<file path="config.mk">
export PLATFORM = sky130hd
export DESIGN_NAME = iso_rx_event_status
export DESIGN_NICKNAME = d
export VERILOG_FILES = /design/src/iso_rx_pkg.sv /design/src/iso_rx_event_status.sv
export VERILOG_INCLUDE_DIRS = /design/src
export SDC_FILE = /design/constraint.sdc
export NUM_CORES = 1
export LEC_CHECK = 0
export BUFFER_PORTS_ARGS = -buffer_cell sky130_fd_sc_hd__buf_2
export CAP_MARGIN = 0
export CORE_MARGIN = 2
export CORE_UTILIZATION = 53
export DETAILED_ROUTE_END_ITERATION = 6
export PLACE_DENSITY = 0.85
export SYNTH_ARGS = -nofsm -noshare
export SYNTH_HDL_FRONTEND = slang
export SYNTH_SLANG_ARGS = --single-unit
</file>
<file path="constraint.sdc">
create_clock -name sys_clk -period 2.4 [get_ports sys_clk]
set_input_delay 0.12 -clock sys_clk [delete_from_list [all_inputs] [get_ports sys_clk]]
set_output_delay 0.12 -clock sys_clk [all_outputs]
set_load 0.1 [all_outputs]
</file>
<file path="src/iso_rx_consts.svh">
// constants for the isochronous receiver event and status block
// How it works
// stamp fifo overrun sets flag bit 14
// that flag warns up to seven syncs lost
// hundred quadlets left sets bit 10
// 256 quadlets left sets bit 9
// 512 left sets bit 8, not at half-k
// memory bank full sets fatal bit 7
// memory bank empty sets bit 6
// each frame sync pulse sets bit 5
// out of sequence blocks set bit 4
// crc failure sets bit 3
// bad header tag drops packet, bit 2
// each finished packet sets bit 1
// status queue overrun sets fatal bit 0
// host resets receiver after fatal events
// one enable bit per flag, 14..0
// two-bit speed field of last packet
// accept packets whose tag matches field
// four-bit error code at bits 7..4
// sync bit follows its payload, bit 0
// output sync may lag register sync
// flags stick until host writes one
`ifndef ISO_RX_CONSTS_SVH
`define ISO_RX_CONSTS_SVH
`define OFS_EVENT_FLAGS    8'h4c
`define OFS_EVENT_MASK     8'h50
`define OFS_CONTROL_STATUS 8'h54
`define EVENT_MASK_BITS    32'h00007fff
`define BIT_STAMP_OVR      14
`define BIT_LEFT_100       10
`define BIT_LEFT_256       9
`define BIT_LEFT_512       8
`define BIT_FULL           7
`define BIT_EMPTY          6
`define BIT_FSYNC          5
`define BIT_SEQ            4
`define BIT_CRC            3
`define BIT_HDR            2
`define BIT_DONE           1
`define BIT_STATUS_QUEUE_OVERRUN_FLAG           0
`define LEFT_100           100
`define LEFT_256           256
`define LEFT_512           512
`define STAMP_LOST_MAX     7
`define RESET_WORD         32'h00000000
`endif

</file>
<file path="src/iso_rx_pkg.sv">
// types shared by the isochronous receiver event block
package iso_rx_pkg;
    // one received packet's status as the link core hands it over
    typedef struct packed {
        logic       valid;
        logic [1:0] speed;
        logic [1:0] tag;
        logic [3:0] err_code;
        logic       sync_bit;
        logic       crc_bad;
        logic       hdr_bad;
        logic       seq_bad;
    } pkt_status_t;
    // register port request
    typedef struct packed {
        logic [7:0]  addr;
        logic [31:0] wdata;
        logic        wr;
        logic        rd;
    } reg_req_t;
endpackage : iso_rx_pkg

</file>
<file path="src/iso_rx_event_status.sv">
// event flags, enables and control/status of the isochronous receiver
`timescale 1ns/1ps
`default_nettype none
`include "iso_rx_consts.svh"

module iso_rx_event_status #(
    parameter int QUEUE_DEPTH = 2048,
    parameter int FILL_W      = 12
) (
    input  wire logic                     sys_clk,
    input  wire logic                     rstn,
    input  wire iso_rx_pkg::reg_req_t     reg_req,
    output logic [31:0]                   rdata,
    input  wire iso_rx_pkg::pkt_status_t  pkt_status,
    input  wire logic [FILL_W-1:0]        queue_fill,
    input  wire logic                     half_k_buffer,
    input  wire logic                     stamp_fifo_overrun,
    input  wire logic                     status_queue_overrun,
    input  wire logic                     frame_sync_output,
    input  wire logic                     fifo_sync_out,
    output logic                          stamp_fifo_clear,
    output logic                          pkt_accept,
    output logic                          pkt_discard,
    output logic                          av_sync_out,
    output logic                          irq
);

    ////////////////////////////////////////////////////////////////////////
    // fill level thresholds
    logic [FILL_W-1:0] space_left;
    logic [14:0]       events;
    logic              left_100_r;
    logic              left_256_r;
    logic              left_512_r;
    logic              full_r;
    logic              empty_r;
    logic              at_100;
    logic              at_256;
    logic              at_512;
    logic              is_full;
    logic              is_empty;

    assign space_left = FILL_W'(QUEUE_DEPTH) - queue_fill;
    assign at_100   = space_left <= FILL_W'(`LEFT_100);
    assign at_256   = space_left <= FILL_W'(`LEFT_256);
    // half-k buffer never raises the 512 event
    assign at_512   = (space_left <= FILL_W'(`LEFT_512))
                      && !half_k_buffer;
    assign is_full  = space_left == '0;
    assign is_empty = queue_fill == '0;

    // level history so each crossing is one event, not a stream
    always_ff @(posedge sys_clk or negedge rstn) begin
        if (!rstn) begin
            left_100_r <= 1'b0;
            left_256_r <= 1'b0;
            left_512_r <= 1'b0;
            full_r     <= 1'b0;
            empty_r    <= 1'b1;
        end else begin
            left_100_r <= at_100;
            left_256_r <= at_256;
            left_512_r <= at_512;
            full_r     <= is_full;
            empty_r    <= is_empty;
        end
    end

    ////////////////////////////////////////////////////////////////////////
    // packet acceptance by tag match
    logic [1:0] tag_r;
    logic       tag_ok;
    assign tag_ok = pkt_status.tag == tag_r;

    always_ff @(posedge sys_clk or negedge rstn) begin
        if (!rstn) begin
            pkt_accept  <= 1'b0;
            pkt_discard <= 1'b0;
        end else begin
            pkt_accept  <= pkt_status.valid && tag_ok
                           && !pkt_status.hdr_bad;
            // a bad header throws away the whole packet
            pkt_discard <= pkt_status.valid
                           && (pkt_status.hdr_bad || !tag_ok);
        end
    end

    ////////////////////////////////////////////////////////////////////////
    // raw event vector, one pulse per cause
    always_comb begin
        events = '0;
        // a stamp overrun may cost up to seven sync pulses
        events[`BIT_STAMP_OVR] = stamp_fifo_overrun;
        events[`BIT_LEFT_100]  = at_100 && !left_100_r;
        events[`BIT_LEFT_256]  = at_256 && !left_256_r;
        events[`BIT_LEFT_512]  = at_512 && !left_512_r;
        events[`BIT_FULL]      = is_full && !full_r;
        events[`BIT_EMPTY]     = is_empty && !empty_r;
        events[`BIT_FSYNC]     = frame_sync_output;
        events[`BIT_SEQ] = pkt_status.valid && pkt_status.seq_bad;
        events[`BIT_CRC] = pkt_status.valid && pkt_status.crc_bad;
        events[`BIT_HDR] = pkt_status.valid && pkt_status.hdr_bad;
        events[`BIT_DONE]      = pkt_status.valid;
        events[`BIT_STATUS_QUEUE_OVERRUN_FLAG]      = status_queue_overrun;
    end

    // overrun empties the stamp fifo on the very next edge
    always_ff @(posedge sys_clk or negedge rstn) begin
        if (!rstn) begin
            stamp_fifo_clear <= 1'b0;
        end else begin
            stamp_fifo_clear <= stamp_fifo_overrun;
        end
    end

    ////////////////////////////////////////////////////////////////////////
    // sticky flags and enables
    logic [14:0] flags_r;
    logic [14:0] flags_nxt;
    logic [14:0] mask_r;
    logic        wr_flags;
    logic        wr_mask;
    logic        wr_ctl;

    assign wr_flags = reg_req.wr && reg_req.addr == `OFS_EVENT_FLAGS;
    assign wr_mask  = reg_req.wr && reg_req.addr == `OFS_EVENT_MASK;
    assign wr_ctl   = reg_req.wr && reg_req.addr == `OFS_CONTROL_STATUS;

    // write one to clear; a new event in the same cycle wins
    always_comb begin
        flags_nxt = flags_r;
        if (wr_flags) begin
            flags_nxt = flags_r & ~reg_req.wdata[14:0];
        end
        flags_nxt = flags_nxt | events;
    end

    always_ff @(posedge sys_clk or negedge rstn) begin
        if (!rstn) begin
            flags_r <= '0;
        end else begin
            flags_r <= flags_nxt;
        end
    end

    always_ff @(posedge sys_clk or negedge rstn) begin
        if (!rstn) begin
            mask_r <= '0;
        end else if (wr_mask) begin
            mask_r <= reg_req.wdata[14:0];
        end
    end

    // interrupt follows the flags that will be held next cycle
    always_ff @(posedge sys_clk or negedge rstn) begin
        if (!rstn) begin
            irq <= 1'b0;
        end else begin
            irq <= |(flags_nxt & mask_r);
        end
    end

    ////////////////////////////////////////////////////////////////////////
    // control/status: tag setting and last packet report
    logic [1:0] speed_r;
    logic [3:0] err_r;
    logic       sync_r;

    always_ff @(posedge sys_clk or negedge rstn) begin
        if (!rstn) begin
            tag_r <= 2'h0;
        end else if (wr_ctl) begin
            tag_r <= reg_req.wdata[15:14];
        end
    end

    // status of the last packet; read-only, writes do not touch it
    always_ff @(posedge sys_clk or negedge rstn) begin
        if (!rstn) begin
            speed_r <= 2'h0;
            err_r   <= 4'h0;
            sync_r  <= 1'b0;
        end else if (pkt_status.valid) begin
            speed_r <= pkt_status.speed;
            err_r   <= pkt_status.err_code;
            sync_r  <= pkt_status.sync_bit;
        end
    end

    // port sync comes from the fifo head, so it can lag the register
    always_ff @(posedge sys_clk or negedge rstn) begin
        if (!rstn) begin
            av_sync_out <= 1'b0;
        end else begin
            av_sync_out <= fifo_sync_out;
        end
    end

    ////////////////////////////////////////////////////////////////////////
    // read port, data one cycle after the strobe, zero elsewhere
    always_ff @(posedge sys_clk or negedge rstn) begin
        if (!rstn) begin
            rdata <= `RESET_WORD;
        end else if (reg_req.rd) begin
            case (reg_req.addr)
                `OFS_EVENT_FLAGS:    rdata <= {17'h0, flags_r};
                `OFS_EVENT_MASK:     rdata <= {17'h0, mask_r};
                `OFS_CONTROL_STATUS: rdata <= {14'h0, speed_r, tag_r,
                                               6'h0, err_r, 3'h0, sync_r};
                default:             rdata <= 32'h00000000;
            endcase
        end else begin
            rdata <= 32'h00000000;
        end
    end

    ////////////////////////////////////////////////////////////////////////
    // checks
    // sticky flags: only a write of one may drop a raised flag
    a_flag_sticks: assert property (
        @(posedge sys_clk) disable iff (!rstn)
        (flags_r[`BIT_FULL] && !wr_flags) |=> flags_r[`BIT_FULL])
        else $error("full flag dropped without a write");
    a_flag_clears: assert property (
        @(posedge sys_clk) disable iff (!rstn)
        (wr_flags && reg_req.wdata[`BIT_FULL] && !events[`BIT_FULL])
        |=> !flags_r[`BIT_FULL])
        else $error("full flag not cleared by a write of one");
    // lost syncs are only known if the overrun flag survives them
    a_stamp_holds: assert property (
        @(posedge sys_clk) disable iff (!rstn)
        (flags_r[`BIT_STAMP_OVR] && !wr_flags) |=> flags_r[`BIT_STAMP_OVR])
        else $error("stamp overrun flag dropped without a write");

    // pulse events land in the flags one edge later
    a_stamp_sets: assert property (
        @(posedge sys_clk) disable iff (!rstn)
        stamp_fifo_overrun |=> flags_r[14] && stamp_fifo_clear)
        else $error("stamp overrun not flagged or cleared");
    a_clear_only: assert property (
        @(posedge sys_clk) disable iff (!rstn)
        !stamp_fifo_overrun |=> !stamp_fifo_clear)
        else $error("stamp fifo cleared without an overrun");
    a_done_sets: assert property (
        @(posedge sys_clk) disable iff (!rstn)
        pkt_status.valid |=> flags_r[1])
        else $error("packet done not flagged");
    a_status_queue_overrun_flag_sets: assert property (
        @(posedge sys_clk) disable iff (!rstn)
        status_queue_overrun |=> flags_r[0])
        else $error("status overrun not flagged");
    a_fsync_sets: assert property (
        @(posedge sys_clk) disable iff (!rstn)
        frame_sync_output |=> flags_r[5])
        else $error("frame sync not flagged");
    a_seq_sets: assert property (
        @(posedge sys_clk) disable iff (!rstn)
        (pkt_status.valid && pkt_status.seq_bad) |=> flags_r[`BIT_SEQ])
        else $error("sequence fault not flagged");
    a_crc_sets: assert property (
        @(posedge sys_clk) disable iff (!rstn)
        (pkt_status.valid && pkt_status.crc_bad) |=> flags_r[`BIT_CRC])
        else $error("checksum fault not flagged");

    // level crossings raise one event each
    a_left_100_sets: assert property (
        @(posedge sys_clk) disable iff (!rstn)
        (at_100 && !left_100_r) |=> flags_r[`BIT_LEFT_100])
        else $error("100-left crossing not flagged");
    a_left_256_sets: assert property (
        @(posedge sys_clk) disable iff (!rstn)
        (at_256 && !left_256_r) |=> flags_r[`BIT_LEFT_256])
        else $error("256-left crossing not flagged");
    a_left_512_sets: assert property (
        @(posedge sys_clk) disable iff (!rstn)
        (at_512 && !left_512_r) |=> flags_r[`BIT_LEFT_512])
        else $error("512-left crossing not flagged");
    a_half_k_off: assert property (
        @(posedge sys_clk) disable iff (!rstn)
        half_k_buffer |-> !events[8])
        else $error("512 event with half-k buffer");
    a_full_sets: assert property (
        @(posedge sys_clk) disable iff (!rstn)
        (queue_fill == FILL_W'(QUEUE_DEPTH) && !full_r) |=> flags_r[7])
        else $error("full memory not flagged");
    a_empty_sets: assert property (
        @(posedge sys_clk) disable iff (!rstn)
        (queue_fill == '0 && !empty_r) |=> flags_r[`BIT_EMPTY])
        else $error("empty memory not flagged");

    // enables and the interrupt line
    a_irq_gated: assert property (
        @(posedge sys_clk) disable iff (!rstn)
        irq == |(flags_r & $past(mask_r)))
        else $error("interrupt not matching flags and enables");
    a_irq_masked: assert property (
        @(posedge sys_clk) disable iff (!rstn)
        (mask_r == 15'h0000) |=> !irq)
        else $error("interrupt with every enable off");
    a_mask_write: assert property (
        @(posedge sys_clk) disable iff (!rstn)
        wr_mask |=> mask_r == $past(reg_req.wdata[14:0]))
        else $error("enable write not taken");

    // tag filter and header faults
    a_tag_drop: assert property (
        @(posedge sys_clk) disable iff (!rstn)
        (pkt_status.valid && pkt_status.tag != tag_r) |=> pkt_discard
        && !pkt_accept)
        else $error("tag mismatch not discarded");
    a_accept_ok: assert property (
        @(posedge sys_clk) disable iff (!rstn)
        (pkt_status.valid && pkt_status.tag == tag_r
         && !pkt_status.hdr_bad) |=> pkt_accept && !pkt_discard)
        else $error("matching packet not accepted");
    a_hdr_sets: assert property (
        @(posedge sys_clk) disable iff (!rstn)
        (pkt_status.valid && pkt_status.hdr_bad) |=> flags_r[2]
        && pkt_discard)
        else $error("header fault not flagged");
    a_tag_write: assert property (
        @(posedge sys_clk) disable iff (!rstn)
        wr_ctl |=> tag_r == $past(reg_req.wdata[15:14]))
        else $error("tag write not taken");

    // last packet report and the port sync
    a_speed_kept: assert property (
        @(posedge sys_clk) disable iff (!rstn)
        pkt_status.valid |=> speed_r == $past(pkt_status.speed)
        && err_r == $past(pkt_status.err_code))
        else $error("speed or error code not captured");
    a_sync_kept: assert property (
        @(posedge sys_clk) disable iff (!rstn)
        pkt_status.valid |=> sync_r == $past(pkt_status.sync_bit))
        else $error("sync bit not captured");
    a_ro_fields: assert property (
        @(posedge sys_clk) disable iff (!rstn)
        (wr_ctl && !pkt_status.valid) |=> $stable(speed_r)
        && $stable(err_r) && $stable(sync_r))
        else $error("read-only status changed by a write");
    // the edge right after reset is skipped, its history is unknown
    a_av_sync: assert property (
        @(posedge sys_clk) disable iff (!rstn)
        $past(rstn) |-> av_sync_out == $past(fifo_sync_out))
        else $error("port sync not one cycle behind fifo head");

    // read data stands only in the cycle after a read strobe
    a_rdata_idle: assert property (
        @(posedge sys_clk) disable iff (!rstn)
        !reg_req.rd |=> rdata == 32'h00000000)
        else $error("read data outside the answer cycle");

endmodule : iso_rx_event_status
`default_nettype wire

</file>
## After elaboration in Yosys (flattened, before gate mapping)

Index checks and enable logic that the tools add are counted.

- Register bits after elaboration: 67
- Input port bits: 74
- Output and inout bits: 37
- Word-level logic and storage cells: 59

- $add $sub $neg: 1
- Order comparisons: 3
- Equality and inequality tests: 4
- Mux-type cells: 3
- Bitwise operators: 4
- Reduce and logical (&&, ||, !) cells: 27

Operator list:

| cell | number |
|---|---|
| 18-bit one-hot mux with 3 select lines | 1 |
| 15-bit bitwise AND | 2 |
| 8-bit by 7-bit equality test with 1-bit output, second input constant | 3 |
| 12-bit logical NOT | 2 |
| 18-bit two-way mux | 1 |
| 1-bit logical AND | 15 |
| 15-bit two-way mux | 1 |
| 15-bit NOT | 1 |
| 15-bit bitwise OR | 1 |
| 15-bit OR reduction | 1 |
| 12-bit by 10-bit <= comparator with 1-bit output, second input constant | 1 |
| 12-bit by 7-bit <= comparator with 1-bit output, second input constant | 1 |
| 12-bit by 9-bit <= comparator with 1-bit output, second input constant | 1 |
| 12-bit subtractor, first input constant | 1 |
| 1-bit logical NOT | 8 |
| 2-bit equality test | 1 |
| 1-bit logical OR | 1 |

## Longest topological paths before layout

- Word-level depth: 7
- Depth in mapped cells: 8
- Depth with buffers taken out: 6

## Worst setup path before layout

OpenSTA, ideal clock, no wires.

- Kind: input to register
- Start point: in reg_req[41] (netlist name)
- End point: reg irq
- Library setup time: 0.138 ns
- Arrival time: 2.099 ns
- Required time: 2.262 ns
- Slack: 0.163 ns
- Cell stages on the path: 7
- Path buffers: 1
- Cells stage by stage: or4b_1 > buf_2 > nor4_4 > nand2_1 > a22o_1 > a211o_1 > or4_1

- Longest elaborated chain between the ends: 6

Ends and longest elaborated chain:

| what | RTL line | RTL |
|---|---|---|
| start: declaration | iso_rx_event_status.sv:12 | `input wire iso_rx_pkg::reg_req_t reg_req,` |
| 8-bit by 7-bit equality test with 1-bit output | - |  |
| 1-bit logical AND (no line) | - |  |
| 15-bit two-way mux | iso_rx_event_status.sv:132 | `if (wr_flags) begin` |
| 15-bit bitwise OR | iso_rx_event_status.sv:135 | `flags_nxt = flags_nxt \| events;` |
| named net flags_nxt[4] | iso_rx_event_status.sv:119 | `logic [14:0] flags_nxt;` |
| 15-bit bitwise AND | iso_rx_event_status.sv:159 | `irq <= \|(flags_nxt & mask_r);` |
| 15-bit OR reduction | iso_rx_event_status.sv:159 |  |
| end signal: assignment | iso_rx_event_status.sv:159 |  |
| end: declaration | iso_rx_event_status.sv:25 | `output logic irq` |

The timed path passes the listed nets, and every way through them passes these cells.
A chain may end at the register's enable or synchronous reset.

## Worst setup path after layout

Same ends and word-level chain as after synthesis.

==> results.tsv <==
stage	metric	value	unit
cts	TritonCTS clock tree	yes	
finish	layout cell share with drive strength beyond 1	38.2	%
placement	placed cells	422	
cts	buffer levels on the longest clock path	2	
critical_path	Cell Chain, Critical Path	buf_2, or4b_1, nor4_4, buf_4, nand2_1, a22o_1, a211o_1, or4_1	
cts	Root Driver	clkbuf_8	
cts	Post-CTS Setup Bufs	0	
die	Die Area	6230	µm²
drt	antenna-violating nets left	0	
critical_path	crit path kind	input port to flip-flop	
timing	RSZ-0062 raised after global routing	no	
critical_path	WP data required	2.61	ns
timing	Max Clk Rate	458	MHz
synthesis	Syn Inst Count	263	
synthesis	Seq/Total Area, Yosys	56.4	%
cts	Clock Sinks	67	
cts	cts repair resizes	0	
cts	H-Tree Level Count	3	
global_routing	initial antenna violation count	0	
synthesis	post-synthesis cell type count	42	
global_routing	pin count of the biggest net entering global routing	27	
pwr	Leak Pwr	1.86	nW
cts	hold buffer count at cts	6	
critical_path	Crit. End Element	flip-flop	
timing	final critical-path required period	2.18	ns
critical_path	CP max stage delay	0.65	ns
timing	Max Slew Vio Count	0	
pwr	peak supply drop	0.363	mV
pwr	Pwr per Cell Area	640	nW/µm²
cts	CTS clk-pin slew, worst paths	0.07	ns
outcome	status	finished, final reports clean	
worst_hold_path	HP Class	input port to flip-flop	
synthesis	synthesized flop and latch total	67	
finish	area grow syn2layout	25.6	%
cts	total CTS buffers	9	
critical_path	CP Max Fanout	9	
timing	Worst Max-Slew Pin Slew	0.568	ns
cts	clock latency at the later pin of the worst-skew pair	0.34	ns
drt	DR pass1 iterations	4	
drt	DRT iter0 DRCs	147	
synthesis	number of flops mapped to enable cells by yosys	0	
timing	max_slew headroom	61.6	%
critical_path	crit start category	input port	
die	Core Footprint	5470	µm²
placement	port buffer count	80	
drt	via density per instance	5.53	
timing	Fin. Hold Viols	0	
die	Initial Utilization	54.4	%
drt	routed length per instance	15.8	µm
global_routing	vias in the first global route	2549	
synthesis	Syn Area/Cell	11.3	µm²
die	Cell Rows	27	
die	Die X	78.9	µm
synthesis	ys async rst share	100	%
timing	final setup fails	0	
finish	Post-Layout Cell Count	444	
critical_path	crit-path leading delay family	simple AND/OR/NAND/NOR gates	
die	die height	78.9	µm
die	# IOs	111	
synthesis	Top FF cell, synth	dfrtp_1	
placement	Detail Placement HPWL	5240	µm
drt	via count	2455	
flow_run	Max Cap Viol	0	
critical_path	critical path arrival	2.40	ns
finish	Final Net Count	441	
critical_path	crit path max-delay cell type	or4b_1	
drt	DRC viols	0	
drt	WL final	7000	µm
synthesis	Yosys warnings	0	
finish	# diodes	0	
global_routing	gr usage total	24.4	%
critical_path	Buf+Inv Stages, Crit Path	2	
global_routing	GR Overflow Total	0	
timing	fin crit share	90.9	%
timing	Final Skew	0.00651	ns
pwr	Tot Pwr	2.39	mW
synthesis	Mapped Area	2980	µm²
global_routing	first-pass GRT wire length	11700	µm
placement	GPL Wtd Cong	0.818	
-- cells in the mapped netlist (all sizes together) (2+ instances only) --
| library cell | instances | area share, % |
|---|---|---|
| nand2 | 34 | 4.3 |
| a21o | 4 | 1.0 |
| nand3 | 5 | 0.84 |
| nor2b | 4 | 0.84 |
| nor2 | 13 | 1.6 |
| xor2 | 2 | 0.59 |
| a22oi | 15 | 3.8 |
| buf | 16 | 3.9 |
| clkbuf | 6 | 0.76 |
| a31oi | 5 | 1.1 |
| nor3 | 2 | 0.34 |
| inv | 7 | 0.88 |
| dfrtp | 66 | 55 |
| a21oi | 8 | 1.3 |
| o21ai | 9 | 1.5 |
| and3 | 4 | 0.84 |
| nand4 | 2 | 0.42 |
| or4 | 4 | 1.0 |
| and2 | 4 | 0.84 |
| a22o | 5 | 1.5 |
| mux2 | 24 | 9.1 |
| nor4 | 5 | 2.5 |
| nand2b | 3 | 0.63 |
-- registers in the layout, summed over array words and instances, names as in the netlist, 2 cells and up --
register / flops
rdata: 18
tag_r: 2
flags_r: 15
speed_r: 2
mask_r: 15
err_r: 4
-- layout make-up --
class	instances	area (µm²)
Fill cell	421	1730
Multi-Input combinational cell	180	1180
Timing Repair Buffer	102	581
Inverter	7	26.3
Clock inverter	4	25.0
Clock buffer	12	155
Sequential cell	67	1680
Tap cell	72	90.1
-- worst register-to-register path, delay by kind of cell, from the launching register on --
family / cells / cell delay, ns
AO/OA/AOI/OAI: 3 / 0.54
flip-flops: 1 / 0.41
AND/OR/NAND/NOR: 3 / 0.65
-- cells by family after synthesis --
kind of cell | synth area share [%]
muxes | 9.08
other | 0.126
DFF | 56.4
and+or+nand+nor | 16.4
buffers and inverters | 5.51
AOI/OAI and AO/OA | 11.9
xor gates and xnor gates | 0.589
-- layer usage --
metal  share of wire, %  routed length (µm)  GRT usage [%]
met3                6.5                 452           4.09
met1                 42                2920           31.3
met2                 50                3510           41.1
met4                1.6                 110           10.5
met5                  0                   0              0
-- through the flow --
step | utilization [%] | TNS (ns) | instance area, µm² | setup WS (ns) | hold slack, ns
after global placement | 63.9 | -0.0192 | 3500 | -0.0192 | 0.0893
after detailed placement | 63.9 | -0.133 | 3500 | -0.133 | 0.0983
after CTS | 68.3 | 0 | 3740 | 0.212 | 0.000362
after global routing | 68.3 | 0 | 3740 | 0.122 | 0.0101
final | 68.3 | 0 | 3740 | 0.218 | 0.00673
after floorplan | - | 0 | 3030 | 0.163 | -0.176
-- report_power, final --
group / internal, mW / switching (mW)
Sequential: 1.17 / 0.0288
Combinational: 0.0964 / 0.258
Clock: 0.427 / 0.409
Total: 1.70 / 0.696
-- worst paths after layout --
check | startpoint | endpoint | slack (ns) | cells past startpoint
max | reg_req[41] | irq$_DFF_PN0_ | 0.22 | 8
min reg2reg | full_r$_DFF_PN0_ | flags_r[7]$_DFF_PN0_ | 0.46 | 1
max in group asynchronous | rstn | empty_r$_DFF_PN1_ | 1.37 | 3
min | pkt_status[3] | sync_r$_DFFE_PN0P_ | 0.007 | 2
min in group asynchronous | rstn | rdata[2]$_DFF_PN0_ | 0.26 | 2
max reg2reg | flags_r[1]$_DFF_PN0_ | irq$_DFF_PN0_ | 0.68 | 6
-- placed cells by master (no fill, tap or decap), types with 2 or more instances in the layout --
master	synthesis	layout
a21oi_1	8	8
xor2_1	2	2
buf_4	14	16
inv_1	7	7
nand2b_1	3	3
o21ai_0	9	9
and2_1	4	4
clkinvlp_4	0	2
nand2_1	34	34
a22oi_1	15	15
and3_1	4	4
nor2_1	13	13
mux2_2	24	24
a22o_1	5	5
nor4_4	2	2
clkinv_2	0	2
or4_1	4	4
a21o_1	4	4
nor4_2	2	2
dfrtp_1	66	66
nor2b_1	4	4
buf_2	2	80
clkbuf_8	0	11
dlygate4sd3_1	0	6
a31oi_1	5	5
nand3_1	5	5
nor3_1	2	2
conb_1	1	14
nand4_1	2	2
No activity file was read; power rests on OpenSTA's default activity.
